==> src/fcp_pkg.sv <==
// Operation
// - Stay idle, gate low, until supply good.
// - Undervoltage stops switching, returns to idle.
// - Soft start raises peak limit stepwise.
// - Fixed 65 kHz high line, else 90 kHz.
// - PFM below green entry, exit above green exit.
// - PFM lowers frequency, floor at 25 kHz.
// - Below burst entry: burst, gate off.
// - Burst resumes only above burst exit level.
// - QR variant waits valley before turn-on.
// - Plateau overvoltage seven cycles trips fault.
// - Overload level beyond 60 ms trips fault.
// - Die hot sets fault, clears on cool.
// - External thermal persisting 48 ms trips fault.
// - Rectifier short seven cycles trips fault.
// - Peak limit ends on-time each cycle.
// - Blank current sense 400 ns after turn-on.
// - Jitter period six percent at 30 Hz; 36 cycles at both lines, and +91 on the first sweep after reset.
// - Slope ramp only beyond 35 percent duty.
package fcp_pkg;
  // Core clock rate.
  localparam int CLK_HZ = 40_000_000;
  // Switching frequencies.
  localparam int FREQ_HIGH_LINE_HZ = 65_000;
  localparam int FREQ_LOW_LINE_HZ = 90_000;
  localparam int FREQ_MIN_HZ = 25_000;
  localparam int JITTER_HZ = 30;
  localparam int JITTER_PCT = 6;
  // Periods in core cycles, rounded down.
  localparam logic [11:0] PER_HIGH = 12'(CLK_HZ / FREQ_HIGH_LINE_HZ);
  localparam logic [11:0] PER_LOW = 12'(CLK_HZ / FREQ_LOW_LINE_HZ);
  localparam logic [11:0] PER_MIN_FREQ = 12'(CLK_HZ / FREQ_MIN_HZ);
  // Jitter excursion in cycles around the base period.
  localparam logic [6:0] JIT_SPAN = 7'(CLK_HZ / FREQ_HIGH_LINE_HZ * JITTER_PCT / 100);
  localparam int JIT_STEP_DEF = CLK_HZ / JITTER_HZ / (4 * CLK_HZ / FREQ_HIGH_LINE_HZ * JITTER_PCT / 100);
  // Blanking after turn-on: 400 ns, rounded up.
  localparam int BLANK_NS = 400;
  localparam logic [4:0] BLANK_CYC = 5'((BLANK_NS * (CLK_HZ / 1_000_000) + 999) / 1000);
  // Longest valley wait: 5 us, rounded down.
  localparam int HOLD_US = 5;
  localparam logic [7:0] HOLD_CYC = 8'(HOLD_US * (CLK_HZ / 1_000_000));
  // Soft start: 6 ms shared over sixteen steps.
  localparam int SS_MS = 6;
  localparam int SS_STEPS = 16;
  localparam int SS_STEP_DEF = SS_MS * (CLK_HZ / 1000) / SS_STEPS;
  // Overload and external thermal debounce.
  localparam int OVL_MS = 60;
  localparam int OVL_DEF = OVL_MS * (CLK_HZ / 1000);
  localparam int EXT_MS = 48;
  localparam int EXT_DEF = EXT_MS * (CLK_HZ / 1000);
  // Consecutive cycles for plateau and rectifier short trips.
  localparam logic [2:0] TRIP_CYCLES = 3'h7;
  // Duty figures in percent.
  localparam logic [6:0] DUTY_MAX_PCT = 7'h50;
  localparam logic [6:0] SLOPE_PCT = 7'h23;
  // PFM period growth per switching cycle.
  localparam logic [11:0] PFM_STEP = 12'h008;
  localparam int CNT_W = 22;
  // Synchronised input vector positions.
  localparam int IN_W = 14;
  localparam int I_SUPPLY = 0;
  localparam int I_UNDERV = 1;
  localparam int I_GREEN_IN = 2;
  localparam int I_GREEN_OUT = 3;
  localparam int I_BURST_IN = 4;
  localparam int I_BURST_OUT = 5;
  localparam int I_OVERLOAD = 6;
  localparam int I_PEAK = 7;
  localparam int I_EXT_HOT = 8;
  localparam int I_SHORT = 9;
  localparam int I_PLATEAU = 10;
  localparam int I_VALLEY = 11;
  localparam int I_LINE = 12;
  localparam int I_DIE_HOT = 13;
  // Sequencer states and load modes.
  typedef enum logic [1:0] {ST_IDLE, ST_SOFT, ST_RUN, ST_FAULT} fcp_state_e;
  typedef enum logic [1:0] {MD_FIXED, MD_PFM, MD_BURST} fcp_mode_e;
endpackage

==> src/fcp_core.sv <==
`timescale 1ns/1ps
`default_nettype none
module fcp_core import fcp_pkg::*; #(
  parameter bit QR_VARIANT = 1'b1,
  parameter int SS_STEP_CYC = SS_STEP_DEF,
  parameter int OVL_CYC = OVL_DEF,
  parameter int EXT_CYC = EXT_DEF,
  parameter int JIT_STEP_CYC = JIT_STEP_DEF
) (
  input wire logic clk,
  input wire logic arst_n,
  input wire logic supplyGood,
  input wire logic underVoltage,
  input wire logic fbBelowGreenEntry,
  input wire logic fbAboveGreenExit,
  input wire logic fbBelowBurstEntry,
  input wire logic fbAboveBurstExit,
  input wire logic fbAboveOverload,
  input wire logic csAbovePeakLimit,
  input wire logic csAboveExtThermal,
  input wire logic csAboveRectShort,
  input wire logic plateauOvervolt,
  input wire logic valleyDetect,
  input wire logic lineHighDetect,
  input wire logic dieHot,
  input wire logic dieCooled,
  output logic gateDrive,
  output logic [3:0] peakLimitStep,
  output logic lineHighSel,
  output logic slopeEnable,
  output logic faultLatched,
  output logic dieFault
);
  // All state of the controller in one record.
  typedef struct packed {
    logic [IN_W-1:0] syncA;
    logic [IN_W-1:0] syncB;
    logic dieCoolA;
    logic dieCoolB;
    fcp_state_e st;
    fcp_mode_e mode;
    logic lineHigh;
    logic [11:0] phase;
    logic [11:0] pfmExtra;
    logic gate;
    logic [4:0] blank;
    logic waitValley;
    logic [7:0] hold;
    logic [CNT_W-1:0] ssCnt;
    logic [3:0] ssStep;
    logic [CNT_W-1:0] ovlCnt;
    logic [CNT_W-1:0] extCnt;
    logic [CNT_W-1:0] jitCnt;
    logic [6:0] jitOff;
    logic jitUp;
    logic sawPlateau;
    logic sawShort;
    logic [2:0] ovpRun;
    logic [2:0] rsRun;
    logic dieFault;
    logic slope;
    logic fault;
  } fcp_core_s;

  fcp_core_s cur; // Registered state.
  fcp_core_s next_cur; // Value for the next edge.

  // Share of a period in cycles, used for the duty ceiling and the ramp start.
  function automatic logic [11:0] pctOf(input logic [11:0] per, input logic [6:0] pct);
    logic [18:0] prod;
    prod = per * pct;
    pctOf = 12'(prod / 19'd100);
  endfunction

  logic [IN_W-1:0] rawIn; // Comparator levels before synchronising.
  logic [IN_W-1:0] s; // Synchronised comparator levels.
  logic running; // Sequencer allows switching.
  logic canSwitch; // A pulse may be issued now.
  logic [11:0] period; // Present switching period.
  logic periodEnd; // Oscillator has reached the period end.
  logic turnOn; // A new switching cycle starts at this edge.
  logic csLive; // Current sense is past blanking.

  assign rawIn = {dieHot, lineHighDetect, valleyDetect, plateauOvervolt, csAboveRectShort,
                  csAboveExtThermal, csAbovePeakLimit, fbAboveOverload, fbAboveBurstExit,
                  fbBelowBurstEntry, fbAboveGreenExit, fbBelowGreenEntry, underVoltage,
                  supplyGood};
  assign s = cur.syncB;
  assign running = (cur.st == ST_SOFT) || (cur.st == ST_RUN);
  assign canSwitch = running && (cur.mode != MD_BURST) && !cur.dieFault && !s[I_UNDERV];
  assign csLive = (cur.blank == 5'h0);

  // Period from line level, jitter and PFM stretch, never longer than the floor frequency.
  always_comb begin
    logic [12:0] sum;
    sum = 13'h0000;
    sum = {1'b0, (cur.lineHigh ? PER_HIGH : PER_LOW)};
    sum = sum + 13'(cur.jitOff) - 13'(JIT_SPAN);
    sum = sum + {1'b0, cur.pfmExtra};
    if (sum > {1'b0, PER_MIN_FREQ}) begin
      period = PER_MIN_FREQ;
    end else begin
      period = sum[11:0];
    end
  end

  assign periodEnd = (cur.phase >= period - 12'h001);
  // valley or hold timeout in the QR build, oscillator alone otherwise.
  assign turnOn = QR_VARIANT ? (cur.waitValley && (s[I_VALLEY] || cur.hold >= HOLD_CYC))
                             : periodEnd;

  // Next-state logic for the whole controller.
  always_comb begin
    next_cur = cur;
    // The first stage feeds only the second stage.
    next_cur.syncA = rawIn;
    next_cur.syncB = cur.syncA;
    next_cur.dieCoolA = dieCooled;
    next_cur.dieCoolB = cur.dieCoolA;

    // Oscillator phase, frozen while waiting for a valley.
    if (!cur.waitValley) begin
      next_cur.phase = cur.phase + 12'h001;
    end
    if (QR_VARIANT && periodEnd && !cur.waitValley) begin
      next_cur.waitValley = 1'b1;
      next_cur.hold = 8'h00;
    end else if (cur.waitValley) begin
      next_cur.hold = cur.hold + 8'h01;
    end
    if (cur.blank != 5'h0) begin
      next_cur.blank = cur.blank - 5'h01;
    end

    // Off-time plateau sampling and on-time short detection for the per-cycle counters.
    if (!cur.gate && s[I_PLATEAU]) begin
      next_cur.sawPlateau = 1'b1;
    end
    if (cur.gate && csLive && s[I_SHORT]) begin
      next_cur.sawShort = 1'b1;
    end

    // peak cut after blanking; duty ceiling also ends the pulse.
    if (cur.gate && ((csLive && s[I_PEAK]) || cur.phase >= pctOf(period, DUTY_MAX_PCT))) begin
      next_cur.gate = 1'b0;
    end
    if (!canSwitch) begin
      next_cur.gate = 1'b0;
    end

    next_cur.slope = cur.gate && (cur.phase >= pctOf(period, SLOPE_PCT));

    // Start of a switching cycle.
    if (turnOn) begin
      next_cur.phase = 12'h000;
      next_cur.waitValley = 1'b0;
      next_cur.gate = canSwitch;
      next_cur.blank = canSwitch ? BLANK_CYC : 5'h00;
      next_cur.lineHigh = s[I_LINE];
      next_cur.ovpRun = cur.sawPlateau ? cur.ovpRun + 3'h1 : 3'h0;
      next_cur.rsRun = cur.sawShort ? cur.rsRun + 3'h1 : 3'h0;
      next_cur.sawPlateau = 1'b0;
      next_cur.sawShort = 1'b0;
      if (cur.mode == MD_PFM && s[I_GREEN_IN]) begin
        if (period < PER_MIN_FREQ) begin
          next_cur.pfmExtra = cur.pfmExtra + PFM_STEP;
        end
      end else if (cur.mode != MD_BURST && cur.pfmExtra >= PFM_STEP) begin
        next_cur.pfmExtra = cur.pfmExtra - PFM_STEP;
      end
    end

    // Triangle jitter sweep.
    if (cur.jitCnt >= CNT_W'(JIT_STEP_CYC - 1)) begin
      next_cur.jitCnt = '0;
      if (cur.jitUp) begin
        next_cur.jitOff = cur.jitOff + 7'h01;
        next_cur.jitUp = (cur.jitOff + 7'h01) < {JIT_SPAN[5:0], 1'b0};
      end else begin
        next_cur.jitOff = cur.jitOff - 7'h01;
        next_cur.jitUp = (cur.jitOff - 7'h01) == 7'h00;
      end
    end else begin
      next_cur.jitCnt = cur.jitCnt + CNT_W'(1);
    end

    // green mode hysteresis; burst exit hysteresis.
    unique case (cur.mode)
      MD_FIXED: begin
        if (s[I_BURST_IN]) begin
          next_cur.mode = MD_BURST;
        end else if (s[I_GREEN_IN]) begin
          next_cur.mode = MD_PFM;
        end
      end
      MD_PFM: begin
        if (s[I_BURST_IN]) begin
          next_cur.mode = MD_BURST;
        end else if (s[I_GREEN_OUT]) begin
          next_cur.mode = MD_FIXED;
        end
      end
      MD_BURST: begin
        if (s[I_BURST_OUT]) begin
          next_cur.mode = MD_PFM;
        end
      end
      default: begin
        next_cur.mode = MD_FIXED;
      end
    endcase

    next_cur.ovlCnt = s[I_OVERLOAD] ? cur.ovlCnt + CNT_W'(1) : '0;
    next_cur.extCnt = s[I_EXT_HOT] ? cur.extCnt + CNT_W'(1) : '0;
    if (!running) begin
      next_cur.ovlCnt = '0;
      next_cur.extCnt = '0;
    end

    // die fault follows the hot flag and clears only on the cooled flag; hot wins.
    if (s[I_DIE_HOT]) begin
      next_cur.dieFault = 1'b1;
    end else if (cur.dieCoolB) begin
      next_cur.dieFault = 1'b0;
    end

    // Start-up sequencer.
    unique case (cur.st)
      ST_IDLE: begin
        next_cur.gate = 1'b0;
        if (s[I_SUPPLY] && !s[I_UNDERV]) begin
          next_cur.st = ST_SOFT;
          next_cur.ssCnt = '0;
          next_cur.ssStep = 4'h0;
        end
      end
      ST_SOFT: begin
        if (cur.ssCnt >= CNT_W'(SS_STEP_CYC - 1)) begin
          next_cur.ssCnt = '0;
          next_cur.ssStep = cur.ssStep + 4'h1;
          if (cur.ssStep == 4'he) begin
            next_cur.st = ST_RUN;
          end
        end else begin
          next_cur.ssCnt = cur.ssCnt + CNT_W'(1);
        end
      end
      ST_RUN: begin
        next_cur.ssStep = 4'hf;
      end
      ST_FAULT: begin
        next_cur.gate = 1'b0;
      end
    endcase

    // protection trips latch the fault state.
    if (running && ((turnOn && cur.sawPlateau && cur.ovpRun == TRIP_CYCLES - 3'h1) ||
                    (turnOn && cur.sawShort && cur.rsRun == TRIP_CYCLES - 3'h1) ||
                    cur.ovlCnt >= CNT_W'(OVL_CYC) || cur.extCnt >= CNT_W'(EXT_CYC))) begin
      next_cur.st = ST_FAULT;
      next_cur.gate = 1'b0;
    end

    // undervoltage returns to idle from any state.
    if (s[I_UNDERV] && cur.st != ST_IDLE) begin
      next_cur.st = ST_IDLE;
      next_cur.gate = 1'b0;
      next_cur.mode = MD_FIXED;
      next_cur.pfmExtra = 12'h000;
      next_cur.ovpRun = 3'h0;
      next_cur.rsRun = 3'h0;
      next_cur.ssStep = 4'h0;
    end
    next_cur.fault = (next_cur.st == ST_FAULT);
  end

  // State register; every field resets to a constant.
  always_ff @(posedge clk or negedge arst_n) begin
    if (!arst_n) begin
      cur <= '0;
    end else begin
      cur <= next_cur;
    end
  end

  // Outputs come straight from state flops.
  assign gateDrive = cur.gate;
  assign peakLimitStep = cur.ssStep;
  assign lineHighSel = cur.lineHigh;
  assign slopeEnable = cur.slope;
  assign faultLatched = cur.fault;
  assign dieFault = cur.dieFault;

  a_idle_gate: assert property (@(posedge clk) disable iff (!arst_n)
    (cur.st == ST_IDLE && $past(cur.st) == ST_IDLE) |-> !cur.gate)
    else $error("Gate high while idle.");
  a_uv_stop: assert property (@(posedge clk) disable iff (!arst_n)
    (s[I_UNDERV] && cur.st != ST_IDLE) |=> (cur.st == ST_IDLE && !cur.gate))
    else $error("Undervoltage did not stop switching.");
  a_soft_rise: assert property (@(posedge clk) disable iff (!arst_n)
    (cur.st == ST_SOFT && $past(cur.st) == ST_SOFT) |-> cur.ssStep >= $past(cur.ssStep))
    else $error("Soft-start step fell.");
  a_freq_floor: assert property (@(posedge clk) disable iff (!arst_n)
    period <= PER_MIN_FREQ)
    else $error("Period beyond floor frequency.");
  a_burst_off: assert property (@(posedge clk) disable iff (!arst_n)
    (cur.mode == MD_BURST && $past(cur.mode) == MD_BURST) |-> !cur.gate)
    else $error("Gate switched in burst.");
  a_burst_hold: assert property (@(posedge clk) disable iff (!arst_n)
    (cur.mode == MD_BURST && !s[I_BURST_OUT] && !s[I_UNDERV]) |=> cur.mode == MD_BURST)
    else $error("Burst left below exit level.");
  a_plateau_trip: assert property (@(posedge clk) disable iff (!arst_n)
    (running && turnOn && cur.sawPlateau && cur.ovpRun == 3'h6 && !s[I_UNDERV])
      |=> (cur.st == ST_FAULT && !cur.gate))
    else $error("Plateau overvoltage did not trip.");
  a_short_trip: assert property (@(posedge clk) disable iff (!arst_n)
    (running && turnOn && cur.sawShort && cur.rsRun == 3'h6 && !s[I_UNDERV])
      |=> cur.st == ST_FAULT)
    else $error("Rectifier short did not trip.");
  a_peak_cut: assert property (@(posedge clk) disable iff (!arst_n)
    (cur.gate && csLive && s[I_PEAK] && !turnOn) |=> !cur.gate)
    else $error("Peak limit did not end pulse.");
  a_blank_keep: assert property (@(posedge clk) disable iff (!arst_n)
    (cur.gate && cur.blank > 5'h1 && canSwitch && !s[I_OVERLOAD]) ##1 canSwitch
      |-> cur.gate)
    else $error("Pulse ended inside blanking.");
  a_fault_hold: assert property (@(posedge clk) disable iff (!arst_n)
    (cur.st == ST_FAULT && !s[I_UNDERV]) |=> (cur.st == ST_FAULT && !cur.gate))
    else $error("Fault state released without undervoltage.");
  a_die_set: assert property (@(posedge clk) disable iff (!arst_n)
    s[I_DIE_HOT] |=> cur.dieFault)
    else $error("Die hot flag missed.");
endmodule
`default_nettype wire

==> config.mk <==
export PLATFORM = sky130hd
export DESIGN_NAME = fcp_core
export DESIGN_NICKNAME = d
export VERILOG_FILES = /design/src/fcp_pkg.sv /design/src/fcp_core.sv
export SDC_FILE = /design/constraint.sdc
export NUM_CORES = 1
export LEC_CHECK = 0
export BUFFER_PORTS_ARGS = -buffer_cell sky130_fd_sc_hd__buf_2
export CORE_ASPECT_RATIO = 0.7
export CORE_UTILIZATION = 62
export CTS_CLUSTER_DIAMETER = 30
export CTS_CLUSTER_SIZE = 20
export DETAILED_ROUTE_END_ITERATION = 7
export PLACE_DENSITY = 0.89
export SETUP_SLACK_MARGIN = 0.15
export SLEW_MARGIN = 40
export SYNTH_ARGS = -nofsm -noshare
export SYNTH_HDL_FRONTEND = slang
export SYNTH_SLANG_ARGS = --single-unit
==> constraint.sdc <==
create_clock -name clk -period 35.9 [get_ports clk]
set_input_delay 3.59 -clock clk [delete_from_list [all_inputs] [get_ports clk]]
set_output_delay 3.59 -clock clk [all_outputs]
set_load 0.01 [all_outputs]
==> Implementation_results.wiki <==
{| class="wikitable"
! Metric !! Value
|-
| Outcome || complete, no violations
|-
| Number of core rows || 50
|-
| Part of the cycle the worst path needs || 0.484
|-
| CP Max Fanout || 13
|-
| Highest Clock Rate || 57.6 MHz
|-
| Area contributors post-synth || sky130_fd_sc_hd__dfrtp_1 (27%), sky130_fd_sc_hd__ha_1 (11%), sky130_fd_sc_hd__nor2_1 (4.6%)
|-
| Async SR Flop Fraction || 1.00
|-
| Synth Flop Type || sky130_fd_sc_hd__dfrtp_1
|-
| Area of the mapped netlist || 0.0170 mm^2
|-
| Synthesized instance count || 2044
|-
| Worst Max-Slew Pin Slew || 0.794 ns
|-
| Layout cells sized above 1 || 0.0741
|-
| Clock tree from TritonCTS || yes
|-
| Data arrival time of the critical path || 17.71 ns
|-
| Sink count of the clock tree || 182
|-
| RSZ-0062 raised after global routing || false
|-
| Maximum number of pins on one net before global-route repair || 87
|-
| Number of enable flip-flop cells after synthesis || 0
|-
| Post-layout min period || 17.36 ns
|-
| DR WL/cell || 17.0 um
|-
| Routing usage on met1 || 0.408
|-
| Final Hold Slack || 0.349 ns
|-
| Io pins || 26
|-
| Crit Path Class || register to register
|-
| Layout filler cell count || 2086
|-
| CTS root buffer || sky130_fd_sc_hd__clkbuf_16
|-
| Distinct cells, synth || 119
|-
| Worst-case clock skew || 0.00701 ns
|-
| Wire length of the first global-routing pass || 68700 um
|-
| Starting utilization of the core area || 0.634
|-
| Gr ovfl total || 0
|-
| P&R area growth vs syn || 5.93%
|-
| Hold Path Cell Cnt || 0
|-
| Path class of the lowest-slack min-delay path || register to register
|-
| Vias in the first global route || 14400
|-
| Vias per inst || 6.51
|-
| GRT Resource Usage Total || 0.288
|-
| Total DRC errors in the routed layout || 0
|-
| Reg-to-Reg Start || lineHighSel
|-
| Final routed wirelength across all metal layers || 41000 um
|-
| Vias || 15700
|-
| Critical path's largest stage delay || 0.72 ns
|-
| Count of buffers added by post-CTS timing repair for setup || 0
|-
| DPL Wire Length || 30800 um
|-
| Highest-delay cell along the critical path || sky130_fd_sc_hd__a2111oi_0
|-
| Total Die Area || 0.0282 mm^2
|-
| Pins over their slew limit || 0
|-
| Antenna violations before repair || 0
|-
| Number of setup violations in the final report || 0
|-
| Most used cell along the critical path || sky130_fd_sc_hd__a21oi_1
|-
| Yosys reg bits || 182
|-
| Core region area || 0.0269 mm^2
|-
| Fraction of post-synthesis cell area in the top cell type by area || 0.267
|-
| CP startpoint || lineHighSel
|-
| Number of warning messages in the yosys log || 0
|-
| Resize count post-CTS || 0
|-
| Clock latency at the later pin of the worst-skew pair || 0.44 ns
|-
| GR Util met2 || 0.461
|-
| Final hold viol count || 0
|-
| Global route hottest layer || met2
|-
| Inserted Clock Buffers || 17
|-
| Synth area leader || sky130_fd_sc_hd__dfrtp_1
|-
| Maximum buffer depth of the clock tree || 2
|-
| Most frequent standard cell in the layout excluding fill and tap cells || sky130_fd_sc_hd__nor2_1
|-
| Endpoint type of the worst setup path || register
|-
| # diodes || 0
|-
| Nets || 2218
|-
| Antenna viol nets, final || 0
|-
| Clock transition at the registers of the reported paths || 0.07 ns
|-
| Overall die height || 141 um
|-
| Critical path startpoint category || register
|-
| R2R depth || 71
|-
| Die outline width || 200 um
|-
| H-tree levels || 4
|-
| Met3 track demand over resource || 0.0453
|-
| Final Wtd Congestion || 0.976
|-
| Post-layout utilization of the core || 0.671
|-
| Highest-count cells in the layout ignoring fill and taps || sky130_fd_sc_hd__nor2_1 (207), sky130_fd_sc_hd__dfrtp_1 (181), sky130_fd_sc_hd__nand2_1 (171)
|-
| Number of optimization iterations in the first detailed-route pass || 5
|-
| Worst Path Required || 36.25 ns
|-
| Max-cap check violation count || 0
|-
| Sequential-to-total area share from yosys stat || 0.267
|-
| Hold path startpoint || cur[177]
|-
| Number of buffers added on ports || 25
|-
| Hold buffers post-CTS || 0
|-
| DRT iter0 DRCs || 1494
|-
| Total Negative Setup Slacks || 0 ns
|-
| Max-slew headroom || 0.471
|-
| Per-instance average area after synthesis || 8.34 um^2
|}
[routing by layer]
layer,wire length [um],up-vias,share of wire
met5,0,-,0
met4,485,0,0.012
met3,3010,47,0.073
met2,18600,629,0.45
met1,18900,7532,0.46
li1,-,7519,-
[worst paths after layout]
| path | slack (ns) | to |
|---|---|---|
| worst max-delay path | 18.54 | gateDrive |
| min in group asynchronous | 3.06 | cur[100] |
| max in group asynchronous | 31.16 | cur[119] |
| worst max register to register | 18.54 | gateDrive |
| worst min-delay path | 0.35 | s[6] |
| worst min register to register | 0.35 | s[6] |
[logic make-up after synthesis]
family / Yosys count / synth area share
AO/OA/AOI/OAI: 586 / 0.254
XOR/XNOR: 139 / 0.0723
adder cells (fa/ha/maj): 166 / 0.126
buffers and inverters: 173 / 0.0404
flip-flops: 182 / 0.267
multiplexers: 27 / 0.0178
other: 2 / 0.000441
AND/OR/NAND/NOR: 769 / 0.222
[through the flow]
stage / instance area [um^2] / std cells / worst slack (ns)
6_report: 18100 / 2416 / 18.54
2_1_floorplan: 17100 / 2055 / 21.23
5_1_grt: 18100 / 2416 / 17.07
4_1_cts: 18000 / 2415 / 18.80
3_5_place_dp: 17500 / 2384 / 18.86
3_3_place_gp: 17400 / 2383 / 19.08
[registers in the layout, summed over array words and instances, names as in the netlist]
register	cells
dieFault	1
peakLimitStep	4
lineHighSel	1
faultLatched	1
cur	159
slopeEnable	1
gateDrive	1
s	14
[synthesized netlist by cell type (all sizes together) (45+ instances only)]
cell type / instances
nor2: 210
dfrtp: 182
nand2: 171
ha: 151
a21oi: 123
o21ai: 106
inv: 104
nand3: 103
xnor2: 78
xor2: 61
clkbuf: 50
nor3: 45
[critical path: cells and delay by family, from the launching register on]
family,cells,cell delay [ns]
AO/OA/AOI/OAI,35,9.21
buffers and inverters,3,0.68
adder cells (fa/ha/maj),8,2.33
AND/OR/NAND/NOR,20,3.15
flip-flops,1,0.49
multiplexers,1,0.35
XOR/XNOR,4,1.02
[layout make-up]
class                      instances  area, um^2  area share
timing repair buffer              34         223      0.0123
clock buffer                      21         450      0.0249
tap                              364         455      0.0252
multi-input combinational       1700       11900       0.658
clock inverter                    10        98.8     0.00547
sequential                       182        4560       0.252
inverter                         105         394      0.0218
Power is left out: the tool's default activity adds up to more than one toggle a clock period on the data nets, which glitch-free logic cannot reach.
